## src/rtl/sarro_pkg.sv

```systemverilog
// sarro_pkg: shared constants and carrier types for the serial readout port
// assumes: one 50 MHz core clock; all link pins arrive asynchronously
package sarro_pkg;
    // ********************************************
    // widths and timing
    // ********************************************
    localparam int unsigned RESULT_W     = 16;         // conversion result width
    localparam int unsigned FIFO_DEPTH   = 16;         // result queue depth
    localparam int unsigned CLK_HZ       = 50000000;   // core clock rate
    localparam int unsigned CONV_MAX_NS  = 710;        // longest conversion time, ns
    // cycles for conversion, rounded down, 35 at 710 ns and 50 MHz
    localparam int unsigned CONV_CYC     = (CONV_MAX_NS * (CLK_HZ / 1000000)) / 1000;
    // six bits: the conversion count does not fit in five
    localparam logic [5:0]  CONV_CNT     = 6'(CONV_CYC);
    localparam logic [5:0]  BIT_LAST     = 6'h10;      // falling edge count ending read without busy; busy read ends one fall later

    // ********************************************
    // carriers
    // ********************************************
    typedef enum logic [1:0] {SARRO_SEL, SARRO_CHAIN} sarro_mode_t;

    // synchronised link pins
    typedef struct packed {
        logic trig;      // conversion_trigger
        logic serial_data_input;       // serial_data_input
        logic sclk;      // serial clock
    } sarro_pins_t;

    // serial data output pin as output and enable
    typedef struct packed {
        logic dat;
        logic oe;
    } sarro_sdo_t;
endpackage

```

## src/rtl/sarro_top.sv

```systemverilog
// sarro_top: serial conversion and readout port of a 16-bit converter
// assumes: pins asynchronous, sampled at 50 MHz; the core pushes results
// into a queue and the port loads the next one at each conversion end
// Overview of operation
// - trigger rise, input high: select mode, output floats
// - input and trigger both low drive output low
// - select conversion end with busy: output floats to low
// - result shifts MSB first on falling clock
// - output bit stable across both clock edges
// - float again at 17th fall (16th without busy) or input rise
// - trigger rise, clock low: chain mode, no busy
// - chain without busy shows MSB at completion
// - chain input feeds shift register on falling edge
// - trigger rise, clock high: chain mode with busy
// - chain with busy drives output high at end
// - input level at trigger rise chooses mode
// - select busy only if trigger or input low
`timescale 1ns/1ps
`default_nettype none
module sarro_top
    import sarro_pkg::*;
(
    // clock and reset
    input  wire logic                i_clk,
    input  wire logic                i_rst_n,
    // link pins
    input  wire logic                i_conversion_trigger,
    input  wire logic                i_serial_data_input,
    input  wire logic                i_sclk,
    output logic                     o_serial_data_output,
    output logic                     o_serial_data_output_oe,
    // result source
    input  wire logic                i_res_valid,
    output logic                     o_res_ready,
    input  wire logic [RESULT_W-1:0] i_res_data,
    // status
    output logic                     o_converting,
    output logic                     o_underrun
);
    // ********************************************
    // state
    // ********************************************
    typedef enum logic [1:0] {ST_IDLE, ST_CONV, ST_READ} sarro_st_t;
    typedef struct packed {
        sarro_pins_t         m1;        // first sync stage
        sarro_pins_t         m2;        // second sync stage
        sarro_pins_t         prev;      // previous synchronised value
        sarro_st_t           st;        // phase
        sarro_mode_t         mode;      // latched readout mode
        logic                busy_en;   // busy indication armed
        logic [5:0]          cnt;       // conversion or bit counter
        logic [RESULT_W-1:0] sh;        // output shift register
        logic                lead;      // busy start bit in front of data
        sarro_sdo_t          serial_data_output;       // pin drive
        logic                underrun;  // no result was queued
    } sarro_state_t;

    sarro_state_t        cur;
    sarro_state_t        next_cur;
    logic                q_valid;
    logic                q_take;
    logic [RESULT_W-1:0] q_data;

    // ********************************************
    // result queue
    // ********************************************
    sarro_fifo #(.WIDTH(RESULT_W), .DEPTH(FIFO_DEPTH)) u_fifo
    (
        .i_clk   (i_clk),
        .i_rst_n (i_rst_n),
        .i_valid (i_res_valid),
        .o_ready (o_res_ready),
        .i_data  (i_res_data),
        .o_valid (q_valid),
        .i_ready (q_take),
        .o_data  (q_data)
    );

    // ********************************************
    // next state
    // ********************************************
    logic trig_rise;
    logic sclk_fall;
    logic sdi_rise;
    logic done;
    always_comb
    begin
        next_cur    = cur;
        next_cur.m1 = '{trig: i_conversion_trigger, serial_data_input: i_serial_data_input, sclk: i_sclk};
        next_cur.m2 = cur.m1;
        next_cur.prev = cur.m2;
        trig_rise = cur.m2.trig && !cur.prev.trig;
        sclk_fall = !cur.m2.sclk && cur.prev.sclk;
        sdi_rise  = cur.m2.serial_data_input && !cur.prev.serial_data_input;
        done      = (cur.st == ST_CONV) && (cur.cnt == 6'h00);
        q_take    = 1'b0;
        unique case (cur.st)
            // waiting for a trigger
            ST_IDLE:
            begin
                next_cur.cnt = 6'h00;
            end
            // conversion running, output floats in select mode, driven low in chain mode
            ST_CONV:
            begin
                next_cur.cnt = cur.cnt - 6'h01;
                if (done)
                begin
                    // load the finished result
                    q_take        = q_valid;
                    next_cur.sh   = q_valid ? q_data : '0;
                    next_cur.underrun = cur.underrun | !q_valid;
                    next_cur.st   = ST_READ;
                    next_cur.cnt  = 6'h00;
                    // select mode busy armed by a low trigger or input
                    if (cur.mode == SARRO_SEL)
                    begin
                        next_cur.busy_en = !cur.m2.trig || !cur.m2.serial_data_input;
                    end
                    next_cur.lead = (cur.mode == SARRO_SEL)
                        ? (!cur.m2.trig || !cur.m2.serial_data_input) : cur.busy_en;
                end
            end
            // shifting out
            ST_READ:
            begin
                if (sclk_fall)
                begin
                    next_cur.cnt = cur.cnt + 6'h01;
                    if (cur.lead)
                    begin
                        next_cur.lead = 1'b0;
                    end
                    else
                    begin
                        // MSB first; chain input enters at the far end
                        next_cur.sh = {cur.sh[RESULT_W-2:0],
                                       (cur.mode == SARRO_CHAIN) ? cur.m2.serial_data_input : 1'b0};
                    end
                end
            end
            default:
            begin
                next_cur.st = ST_IDLE;
            end
        endcase
        // a trigger rise always starts a new conversion
        if (trig_rise)
        begin
            next_cur.st  = ST_CONV;
            next_cur.cnt = CONV_CNT;
            next_cur.mode = cur.m2.serial_data_input ? SARRO_SEL : SARRO_CHAIN;
            next_cur.busy_en = !cur.m2.serial_data_input && cur.m2.sclk;
        end
        // pin drive
        next_cur.serial_data_output = '{dat: 1'b0, oe: 1'b0};
        if (next_cur.st == ST_READ)
        begin
            if (next_cur.mode == SARRO_SEL)
            begin
                // selected read: input low, until 17th fall (16th without busy) or input rise
                if (!cur.m2.serial_data_input && next_cur.busy_en && !sdi_rise
                    && next_cur.cnt < (BIT_LAST + 6'h01))
                begin
                    next_cur.serial_data_output = '{dat: next_cur.lead ? 1'b0 : next_cur.sh[RESULT_W-1],
                                     oe: 1'b1};
                end
                else if (!cur.m2.serial_data_input && !next_cur.busy_en
                    && next_cur.cnt < BIT_LAST)
                begin
                    next_cur.serial_data_output = '{dat: next_cur.sh[RESULT_W-1], oe: 1'b1};
                end
            end
            else
            begin
                // chain: busy start bit high, else MSB
                next_cur.serial_data_output = '{dat: next_cur.lead ? 1'b1 : next_cur.sh[RESULT_W-1],
                                 oe: 1'b1};
            end
        end
        else if (next_cur.st == ST_CONV && next_cur.mode == SARRO_CHAIN)
        begin
            next_cur.serial_data_output = '{dat: 1'b0, oe: 1'b1};
        end
        // both low drives low in every phase; the host keeps trigger high while reading
        if (!cur.m2.serial_data_input && !cur.m2.trig)
        begin
            next_cur.serial_data_output = '{dat: 1'b0, oe: 1'b1};
        end
        if (trig_rise && cur.m2.serial_data_input)
        begin
            next_cur.serial_data_output = '{dat: 1'b0, oe: 1'b0};
        end
    end

    // state register
    always_ff @(posedge i_clk or negedge i_rst_n)
    begin
        if (!i_rst_n)
        begin
            cur <= '{st: ST_IDLE, mode: SARRO_SEL, default: '0};
        end
        else
        begin
            cur <= next_cur;
        end
    end

    // outputs change only on internal sample edges, so each bit holds a full clock period
    assign o_serial_data_output    = cur.serial_data_output.dat;
    assign o_serial_data_output_oe = cur.serial_data_output.oe;
    assign o_converting            = (cur.st == ST_CONV);
    assign o_underrun              = cur.underrun;

    // ********************************************
    // checks
    // ********************************************
    float_on_start_a: assert property (@(posedge i_clk) disable iff (!i_rst_n)
        (cur.m2.trig && !cur.prev.trig && cur.m2.serial_data_input) |=> !o_serial_data_output_oe)
        else $error("output not floated at select start");
    both_low_drive_a: assert property (@(posedge i_clk) disable iff (!i_rst_n)
        (!cur.m2.serial_data_input && !cur.m2.trig)
        |=> (o_serial_data_output_oe && !o_serial_data_output))
        else $error("output not driven low");
    conv_length_a: assert property (@(posedge i_clk) disable iff (!i_rst_n)
        $rose(o_converting) && !(cur.m2.trig && !cur.prev.trig)
        |-> o_converting [*3])
        else $error("conversion too short");
    sel_float_a: assert property (@(posedge i_clk) disable iff (!i_rst_n)
        (cur.st == ST_READ && cur.mode == SARRO_SEL && cur.cnt > BIT_LAST
         && ($past(cur.m2.trig) || $past(cur.m2.serial_data_input)))
        |-> !o_serial_data_output_oe)
        else $error("output not floated after last bit");
    chain_mode_a: assert property (@(posedge i_clk) disable iff (!i_rst_n)
        (cur.m2.trig && !cur.prev.trig && !cur.m2.serial_data_input)
        |=> (cur.mode == SARRO_CHAIN && cur.busy_en == $past(cur.m2.sclk)))
        else $error("chain mode not latched");
    chain_busy_high_a: assert property (@(posedge i_clk) disable iff (!i_rst_n)
        (cur.st == ST_READ && cur.mode == SARRO_CHAIN && cur.lead)
        |-> (o_serial_data_output_oe && o_serial_data_output))
        else $error("chain busy bit not high");
    shift_step_a: assert property (@(posedge i_clk) disable iff (!i_rst_n)
        (cur.st == ST_READ && !cur.lead && sclk_fall && !trig_rise)
        |=> (cur.sh[RESULT_W-1:1] == $past(cur.sh[RESULT_W-2:0])))
        else $error("shift register did not advance");
    sel_mode_a: assert property (@(posedge i_clk) disable iff (!i_rst_n)
        (cur.m2.trig && !cur.prev.trig && cur.m2.serial_data_input) |=> (cur.mode == SARRO_SEL))
        else $error("select mode not latched");
endmodule
`default_nettype wire

```

## src/rtl/sarro_fifo.sv

```systemverilog
// sarro_fifo: small valid/ready queue for conversion results
// assumes: both sides on i_clk
`timescale 1ns/1ps
`default_nettype none
module sarro_fifo
#(
    parameter int unsigned WIDTH = 16,
    parameter int unsigned DEPTH = 16
)
(
    // clock and reset
    input  wire logic             i_clk,
    input  wire logic             i_rst_n,
    // fill side
    input  wire logic             i_valid,
    output logic                  o_ready,
    input  wire logic [WIDTH-1:0] i_data,
    // drain side
    output logic                  o_valid,
    input  wire logic             i_ready,
    output logic      [WIDTH-1:0] o_data
);
    localparam int unsigned AW = $clog2(DEPTH);
    logic [WIDTH-1:0] mem [DEPTH];    // storage
    logic [AW:0]      wr_ptr;         // write pointer with wrap bit
    logic [AW:0]      rd_ptr;         // read pointer with wrap bit
    logic             full;
    logic             empty;
    assign full    = (wr_ptr[AW] != rd_ptr[AW]) && (wr_ptr[AW-1:0] == rd_ptr[AW-1:0]);
    assign empty   = (wr_ptr == rd_ptr);
    assign o_ready = !full;
    assign o_valid = !empty;
    assign o_data  = mem[rd_ptr[AW-1:0]];
    // pointers and storage
    always_ff @(posedge i_clk or negedge i_rst_n)
    begin
        if (!i_rst_n)
        begin
            wr_ptr <= '0;
            rd_ptr <= '0;
        end
        else
        begin
            if (i_valid && !full)
            begin
                wr_ptr <= wr_ptr + 1'b1;
            end
            if (i_ready && !empty)
            begin
                rd_ptr <= rd_ptr + 1'b1;
            end
        end
    end
    always_ff @(posedge i_clk)
    begin
        if (i_valid && !full)
        begin
            mem[wr_ptr[AW-1:0]] <= i_data;
        end
    end
endmodule
`default_nettype wire

```

## config.mk

```make
export PLATFORM = sky130hd
export DESIGN_NAME = sarro_top
export DESIGN_NICKNAME = d
export VERILOG_FILES = /design/src/rtl/sarro_pkg.sv /design/src/rtl/sarro_top.sv /design/src/rtl/sarro_fifo.sv
export SDC_FILE = /design/constraint.sdc
export NUM_CORES = 1
export LEC_CHECK = 0
export ABC_AREA = 1
export BUFFER_PORTS_ARGS = -buffer_cell sky130_fd_sc_hd__buf_2
export CAP_MARGIN = 20
export CORE_ASPECT_RATIO = 1.4
export CORE_MARGIN = 10
export CORE_UTILIZATION = 30
export CTS_BUF_LIST = sky130_fd_sc_hd__clkbuf_2 sky130_fd_sc_hd__clkbuf_4 sky130_fd_sc_hd__clkbuf_8
export DETAILED_ROUTE_END_ITERATION = 6
export SYNTH_ARGS = -nofsm -noshare
export SYNTH_HDL_FRONTEND = slang
export SYNTH_SLANG_ARGS = --single-unit
```

## constraint.sdc

```tcl
create_clock -name i_clk -period 2.86 [get_ports i_clk]
set_clock_uncertainty 0.1 [all_clocks]
set_input_delay 0.143 -clock i_clk [delete_from_list [all_inputs] [get_ports i_clk]]
set_output_delay 0.143 -clock i_clk [all_outputs]
set_load 0.05 [all_outputs]
```

==> results of run 1 <==
-- metrics by stage --
| step | utilization (%) | worst slack [ns] | total power, mW | area [sq um] |
|---|---|---|---|---|
| floorplan | - | 0.102 | 8.76 | 12700 |
| global placement | 31.8 | 0.416 | 10.0 | 13400 |
| detailed placement | 31.8 | 0.367 | 10.1 | 13400 |
| CTS | 34.7 | 0.336 | 14.0 | 14600 |
| global route | 34.8 | 0.182 | 14.7 | 14600 |
| finish | 34.8 | 0.346 | 13.9 | 14600 |
-- critical path, cell delays in order, from the launching register on --
cell and delay [ns]:
dfrtp_1 0.43, xor2_1 0.20, nor3_1 0.09, nand3b_1 0.11, nand2_1 0.10, inv_2 0.13, nand2_1 0.18, nor2_2 0.78
-- layout make-up --
class                   instances  area [sq um]
clock inverters                19           160
diodes                          1          2.50
well taps                     546           683
flip-flops and latches        305          8920
multi-input cells             672          3310
repair buffers                 60           475
inverters                      60           226
clock buffers                  68           855
fillers                      4172         27500
-- layer usage --
layer / part of all wire (%) / up-vias
met2: 54 / 182
li1: - / 3976
met1: 40 / 4175
met4: 3.0 / 0
met5: 0 / -
met3: 3.7 / 51
-- Yosys cell counts (all sizes together) --
cell type	count
o21ai	170
and2	1
buf	36
nor2	224
o21bai	3
a211oi	1
o211ai	30
xnor2	2
o22ai	33
nor3	3
inv	60
clkbuf	17
dfrtp	49
a21oi	7
nand3b	1
xor2	10
ha	11
a31oi	13
nand4	6
nand3	36
or2	1
edfxtp	256
nand2	120
-- path summary, 6_finish.rpt --
| kind | slack, ns | depth (start not counted) | to |
|---|---|---|---|
| hold reg to reg | 0.25 | 0 | cur[35] |
| max in group asynchronous | 1.96 | 3 | u_fifo.rd_ptr[0] |
| hold / removal | 0.03 | 2 | o_serial_data_output_oe |
| setup reg to reg | 0.35 | 7 | u_fifo.mem[13][8] |
| setup / recovery | 0.35 | 7 | u_fifo.mem[13][8] |
| min in group i_clk | 0.12 | 2 | cur[38] |
-- registers in the layout, summed over array words and instances, names as in the netlist --
register / flops
o_serial_data_output_oe: 1
o_serial_data_output: 1
cur: 36
u_fifo.mem: 256
o_underrun: 1
u_fifo.wr_ptr: 5
u_fifo.rd_ptr: 5
-- cell families after synthesis --
logic type,synth area share [%]
buffers and inverters,4.34
and+or+nand+nor,12.5
adders and majority gates,1.08
DFF,70.0
AOI/OAI and AO/OA,11.3
xor gates and xnor gates,0.825
-- repair_timing --
item                                    4_1_cts  5_1_grt
hold endpoints to repair                    306        0
hold buffers                                 21        0
endpoints found under the setup margin        0        0
-- cell usage in the layout, fill, tap and decap left out, drive strengths merged --
master       count
diode            1
dlygate4sd3     21
a211oi           1
bufinv           3
nor2           224
clkinv          16
or2              1
a21oi            7
o211ai          30
nand3b           1
nor3             3
nand2          120
a31oi           13
o21bai           3
edfxtp         256
buf             39
o22ai           33
and2             1
o21ai          170
nand4            6
xnor2            2
xor2            10
clkbuf          68
inv             60
ha              11
dfrtp           49
nand3           36
-- report_power, final --
group	internal, mW	switching (mW)
Clock	2.19	1.68
Combinational	1.21	3.16
Sequential	5.39	0.235
Total	8.79	5.08
==> summary.txt, run 1 <==
global routing's busiest layer - met2
post-route non-filler standard cell count - 1731
fin nets - 1179
PostCTS Resize Cnt - 0
initial antenna violation count - 1
placed insts - 1622
Pwr Density - 948 nW/um^2
Final Wtd Congestion - 0.846
critical path type - flop to flop
CP Capture Type - flop
I/O pins - 27
setup TNS - 0 ns
final hold viol count - 0
via/cell ratio - 4.84
post-CTS setup buffers - 0
post-layout min period - 2.51 ns
Port Buffers - 26
max-slew violation count - 0
Via Count - 8384
Syn Area/Cell - 11.7 sq um
flops & latches, synth - 305
std cell rows - 89
Seq/Total Area, Yosys - 70.0%
P_leak - 5.13 nW
Synth Instances - 1090
met1 GRT Util - 13.5%
root buf cell - clkbuf_8
total grt overflow - 0
Slew HR - 34.9%
clk buf depth - 3
die area - 51200 sq um
r2r startpoint - u_fifo.wr_ptr[2]
Worst Tran Pin Value - 0.976 ns
first-pass GRT wire length - 48.9 mm
CTS tree - yes
top-area cell type share of the netlist area - 60.4%
share of layout cells above drive strength 1 - 13.0%
Syn Nets - 1123
Critical path origin - u_fifo.wr_ptr[2]
worst vdd ir - 550 uV
Clk pin slew, worst setup/hold paths - 0.07 ns
Worst EP required - 2.94 ns
Total GRT Usage - 12.1%
CTS H-tree depth - 2
die width - 194 um
cts bufs inserted - 47
largest net degree at the start of global routing - 130
Unique masters post-synth - 37
Final ANT Viol Nets - 0
Max Cap Viol - 0
Final Cycle Share - 87.9%
DR DRC count - 0
synth warn - 0
area grow syn2layout - 14.9%
cell type with the largest total area after synthesis - edfxtp_1
WP data arrival - 2.60 ns
synthesized cell area - 12700 sq um
Max Clock Freq - 398 MHz
synth top area cells - edfxtp_1, dfrtp_1, nor2_1
drt first pass iters - 5
status - finished, final reports clean
Final setup violation count - 0
RSZ-0062 raised after global routing - false
wire per inst - 18.4 um
number of global-route vias before repair - 8473
1st-iter DRT viols - 694
critical path fanouts, max - 16
Hold/Removal Path Class - input pin to async pin
met3 usage - 1.81%
met2 Usage GRT - 22.2%
clk_lat worst skew - 0.57 ns
initial core utilization - 30.3%
CP startpoint kind - flop
Core ar. - 42100 sq um
final WL - 31.8 mm
Sink Count - 305
Final HPWL DP - 20.3 mm
Die Y-Extent - 264 um
WHS - 0.0318 ns
Power figures use the tool's default switching activity.
==> inputs of run 2 (changes only) <==
CTS_BUF_LIST = unset   (was sky130_fd_sc_hd__clkbuf_2 sky130_fd_sc_hd__clkbuf_4 sky130_fd_sc_hd__clkbuf_8)
==> summary.txt, run 2 (synthesized netlist as in run 1, its figures left out) <==
Core ar. - 42100 sq um (unchanged)
Die Y-Extent - 264 um (unchanged)
Clk pin slew, worst setup/hold paths - 0.07 ns (about the same)
wire per inst - 18.5 um (+0.79%)
die area - 51200 sq um (unchanged)
via/cell ratio - 4.85 (+0.13%)
initial core utilization - 30.3% (unchanged)
CP startpoint kind - flop
Pwr Density - 960 nW/um^2 (+1.3%)
critical path type - flop to flop
Worst EP required - 2.94 ns (about the same)
Final HPWL DP - 20.3 mm (unchanged)
Final Wtd Congestion - 0.846 (unchanged)
Final setup violation count - 0 (unchanged)
Total GRT Usage - 11.9% (-0.14 points)
placed insts - 1622 (unchanged)
1st-iter DRT viols - 630 (-9.2%)
cts bufs inserted - 29 (-38%)
root buf cell - clkbuf_16
clk_lat worst skew - 0.56 ns (about the same)
Final Power - 14.0 mW (+1.2%)
Reg2Reg Depth - 7 (unchanged)
Sink Count - 305 (unchanged)
Worst Tran Pin Value - 0.974 ns (-0.00265 ns)
Critical path origin - u_fifo.wr_ptr[2]
DR DRC count - 0 (unchanged)
CTS tree - yes
post-route non-filler standard cell count - 1695 (-2.1%)
fin nets - 1161 (-1.5%)
Hold/Removal Path Class - input pin to async pin
post-layout min period - 2.49 ns (-0.0250 ns)
r2r setup slk - 0.37 ns (+0.02 ns)
final hold viol count - 0 (unchanged)
std cell rows - 89 (unchanged)
clk buf depth - 3 (unchanged)
r2r startpoint - u_fifo.wr_ptr[2]
post-CTS setup buffers - 0 (unchanged)
number of global-route vias before repair - 8258 (-2.5%)
Via Count - 8220 (-2.0%)
area grow syn2layout - 14.7% (about the same)
critical path fanouts, max - 16 (unchanged)
WHS - 0.0352 ns (+0.00340 ns)
Max Cap Viol - 0 (unchanged)
CP Capture Type - flop
final WL - 31.4 mm (-1.3%)
most frequent cells in the layout - edfxtp_1, nor2_1, o21ai_0, nand2_1, inv_1
initial antenna violation count - 0 (-1)
status - finished, final reports clean
drt first pass iters - 5 (unchanged)
share of layout cells above drive strength 1 - 10.9% (-2.1 points)
RSZ-0062 raised after global routing - false
P_leak - 5.07 nW (-1.1%)
FF-to-FF End - u_fifo.mem[13][7]
Final Cycle Share - 87.0% (-0.87 points)
CTS H-tree depth - 1 (-1)
commonest non-fill, non-tap cell in the layout - edfxtp_1
die width - 194 um (unchanged)
Slew HR - 35.0% (+0.18 points)
largest net degree at the start of global routing - 130 (unchanged)
Inserted Diodes - 0 (-1)
Max Clock Freq - 402 MHz (+1.0%)
I/O pins - 27 (unchanged)
Final ANT Viol Nets - 0 (unchanged)
Largest register FFs - 256 (unchanged)
WP data arrival - 2.57 ns (-0.03 ns)
total grt overflow - 0 (unchanged)
Port Buffers - 26 (unchanged)
setup TNS - 0 ns (unchanged)
first-pass GRT wire length - 48.4 mm (-1.2%)
max-slew violation count - 0 (unchanged)
worst vdd ir - 548 uV (-0.31%)
[run 2: worst max-delay path by stage]
stage | end | slack (ns) | cells after the start
finish | u_fifo.mem[13][7] | 0.37 | 7
global route | u_fifo.mem[4][15] | 0.20 | 7
CTS | u_fifo.mem[4][15] | 0.35 | 8
detailed placement | u_fifo.mem[4][11] | 0.37 | 7
global placement | u_fifo.mem[4][9] | 0.42 | 7
floorplan | u_fifo.mem[11][0] | 0.10 | 9
[run 2: per-stage QoR]
step	setup slack (ns)	utilization, %	instance area (sq um)
2_1_floorplan	0.102	-	12700
3_3_place_gp	0.416	31.8	13400
3_5_place_dp	0.367	31.8	13400
4_1_cts	0.349	34.7	14600
5_1_grt	0.203	34.7	14600
6_report	0.371	34.7	14600
[run 2: layer usage]
metal  GRT usage (%)  share of wire, %
met1            13.6                40
met2            22.2                54
met3            1.23               2.6
met4            5.00               3.3
met5               0                 0
[run 2: layout make-up]
| class | instances | area, sq um |
|---|---|---|
| well taps | 546 | 683 |
| flip-flops and latches | 305 | 8920 |
| multi-input cells | 672 | 3310 |
| repair buffers | 60 | 475 |
| fillers | 4162 | 27500 |
| clock inverters | 22 | 274 |
| clock buffers | 30 | 729 |
| inverters | 60 | 226 |
[run 2: timing repair]
item | 4_1_cts | 5_1_grt
resized for setup | 0 | 0
hold buffers | 21 | 0
hold endpoints to repair | 286 | 0
[run 2: worst max-delay path, stage by stage (launching register included)]
cell and delay [ns]:
dfrtp_1 0.43, xor2_1 0.20, nor3_1 0.09, nand3b_1 0.11, nand2_1 0.10, inv_2 0.13
nand2_1 0.18, nor2_2 0.77
[run 2: power by group]
| group | switching, mW | internal, mW |
|---|---|---|
| sequential | 0.237 | 5.39 |
| combinational | 3.15 | 1.21 |
| clock | 1.65 | 2.40 |
| total | 5.04 | 8.99 |
==> inputs of run 3 (changes only) <==
MAX_ROUTING_LAYER = met4   (was unset)
==> summary.txt, run 3 (synthesized netlist as in run 1, its figures left out) <==
fin nets - 1161 (unchanged)
commonest non-fill, non-tap cell in the layout - edfxtp_1
Largest register FFs - 256 (unchanged)
most frequent cells in the layout - edfxtp_1, nor2_1, o21ai_0, nand2_1, inv_1
cts bufs inserted - 29 (unchanged)
clk buf depth - 3 (unchanged)
Worst EP required - 2.94 ns (about the same)
Worst Tran Pin Value - 0.960 ns (-0.0135 ns)
Final Power - 14.1 mW (+0.12%)
die width - 194 um (unchanged)
utilization after layout - 34.7% (unchanged)
Max Cap Viol - 0 (unchanged)
largest net degree at the start of global routing - 130 (unchanged)
setup TNS - 0 ns (unchanged)
worst vdd ir - 549 uV (+0.23%)
r2r setup slk - 0.38 ns (about the same)
root buf cell - clkbuf_16
Final Cycle Share - 86.7% (-0.32 points)
Clk pin slew, worst setup/hold paths - 0.07 ns (about the same)
P_leak - 5.07 nW (unchanged)
1st-iter DRT viols - 676 (+7.3%)
critical path type - flop to flop
initial core utilization - 30.3% (unchanged)
Sink Count - 305 (unchanged)
Final ANT Viol Nets - 0 (unchanged)
Reg2Reg Depth - 8 (+1)
max-slew violation count - 0 (unchanged)
post-layout min period - 2.48 ns (-0.00911 ns)
final WL - 31.4 mm (-0.12%)
Slew HR - 35.9% (+0.90 points)
Pwr Density - 962 nW/um^2 (+0.12%)
Inserted Diodes - 0 (unchanged)
RSZ-0062 raised after global routing - false
number of global-route vias before repair - 8257 (-0.012%)
Via Count - 8224 (+0.049%)
Final HPWL DP - 20.3 mm (unchanged)
Final setup violation count - 0 (unchanged)
I/O pins - 27 (unchanged)
initial antenna violation count - 0 (unchanged)
clk_lat worst skew - 0.56 ns (about the same)
Max Clock Freq - 403 MHz (+0.37%)
CP Capture Type - flop
Total GRT Usage - 12.3% (+0.32 points)
CTS tree - yes
Final Wtd Congestion - 0.859 (+1.5%)
area grow syn2layout - 14.7% (unchanged)
WHS - 0.0312 ns (-0.00392 ns)
std cell rows - 89 (unchanged)
WP data arrival - 2.56 ns (about the same)
drt first pass iters - 7 (+2)
die area - 51200 sq um (unchanged)
Port Buffers - 26 (unchanged)
critical path fanouts, max - 16 (unchanged)
DR DRC count - 0 (unchanged)
total grt overflow - 0 (unchanged)
via/cell ratio - 4.85 (about the same)
first-pass GRT wire length - 48.3 mm (about the same)
wire per inst - 18.5 um (-0.12%)
Die Y-Extent - 264 um (unchanged)
status - finished, final reports clean
final hold viol count - 0 (unchanged)
CTS H-tree depth - 1 (unchanged)
CP startpoint kind - flop
share of layout cells above drive strength 1 - 10.9% (unchanged)
Core ar. - 42100 sq um (unchanged)
Hold/Removal Path Class - input pin to async pin
run 3: cell counts in the layout (fill, tap and decap cells not counted):
No cell type changed its count.
run 3: final timing paths:
kind                                           from                 endpoint
worst max-delay path               u_fifo.wr_ptr[0]        u_fifo.mem[13][7]
worst max register to register     u_fifo.wr_ptr[0]        u_fifo.mem[13][7]
max in group asynchronous                   i_rst_n         u_fifo.rd_ptr[0]
min in group i_clk              i_serial_data_input                  cur[38]
worst min-delay path                        i_rst_n  o_serial_data_output_oe
worst min register to register              cur[38]                  cur[35]
run 3: layout make-up:
type / count / area (sq um)
tap: 546 / 683
clock buffer: 30 / 729
fill: 4162 / 27500
inverter: 60 / 226
clock inverter: 22 / 274
multi-input combinational: 672 / 3310
timing repair buffer: 60 / 475
sequential: 305 / 8920
run 3: critical path, stage by stage (launching register included):
cell and delay [ns]:
dfrtp_1 0.44, inv_1 0.14, nand2_2 0.08, a21oi_2 0.06, nand3b_1 0.10, nand2_1 0.10
inv_2 0.13, nand2_1 0.18, nor2_2 0.77
run 3: repair_timing:
action / 4_1_cts / 5_1_grt
resized for setup: 0 / 0
hold buffers: 21 / 0
buffers inserted: 0 / 0
setup endpoints to repair: 0 / 0
endpoints found under the hold margin: 286 / 0
run 3: per-layer routing:
layer	track usage, %	part of all wire (%)	vias to the layer above
met5	-	0	-
met1	13.5	40	4100
met2	22.3	54	148
met4	5.00	3.3	0
li1	-	-	3921
met3	1.15	2.4	55
run 3: through the flow:
stage	area, sq um	worst slack (ns)	cells
5_1_grt	14600	0.203	1695
4_1_cts	14600	0.349	1695
2_1_floorplan	12700	0.102	1090
3_3_place_gp	13400	0.416	1622
6_report	14600	0.380	1695
3_5_place_dp	13400	0.367	1622
run 3: report_power, final:
part           total [mW]  switching (mW)  internal, mW
logic                4.36            3.16          1.21
registers            5.63           0.237          5.39
clock network        4.06            1.66          2.40
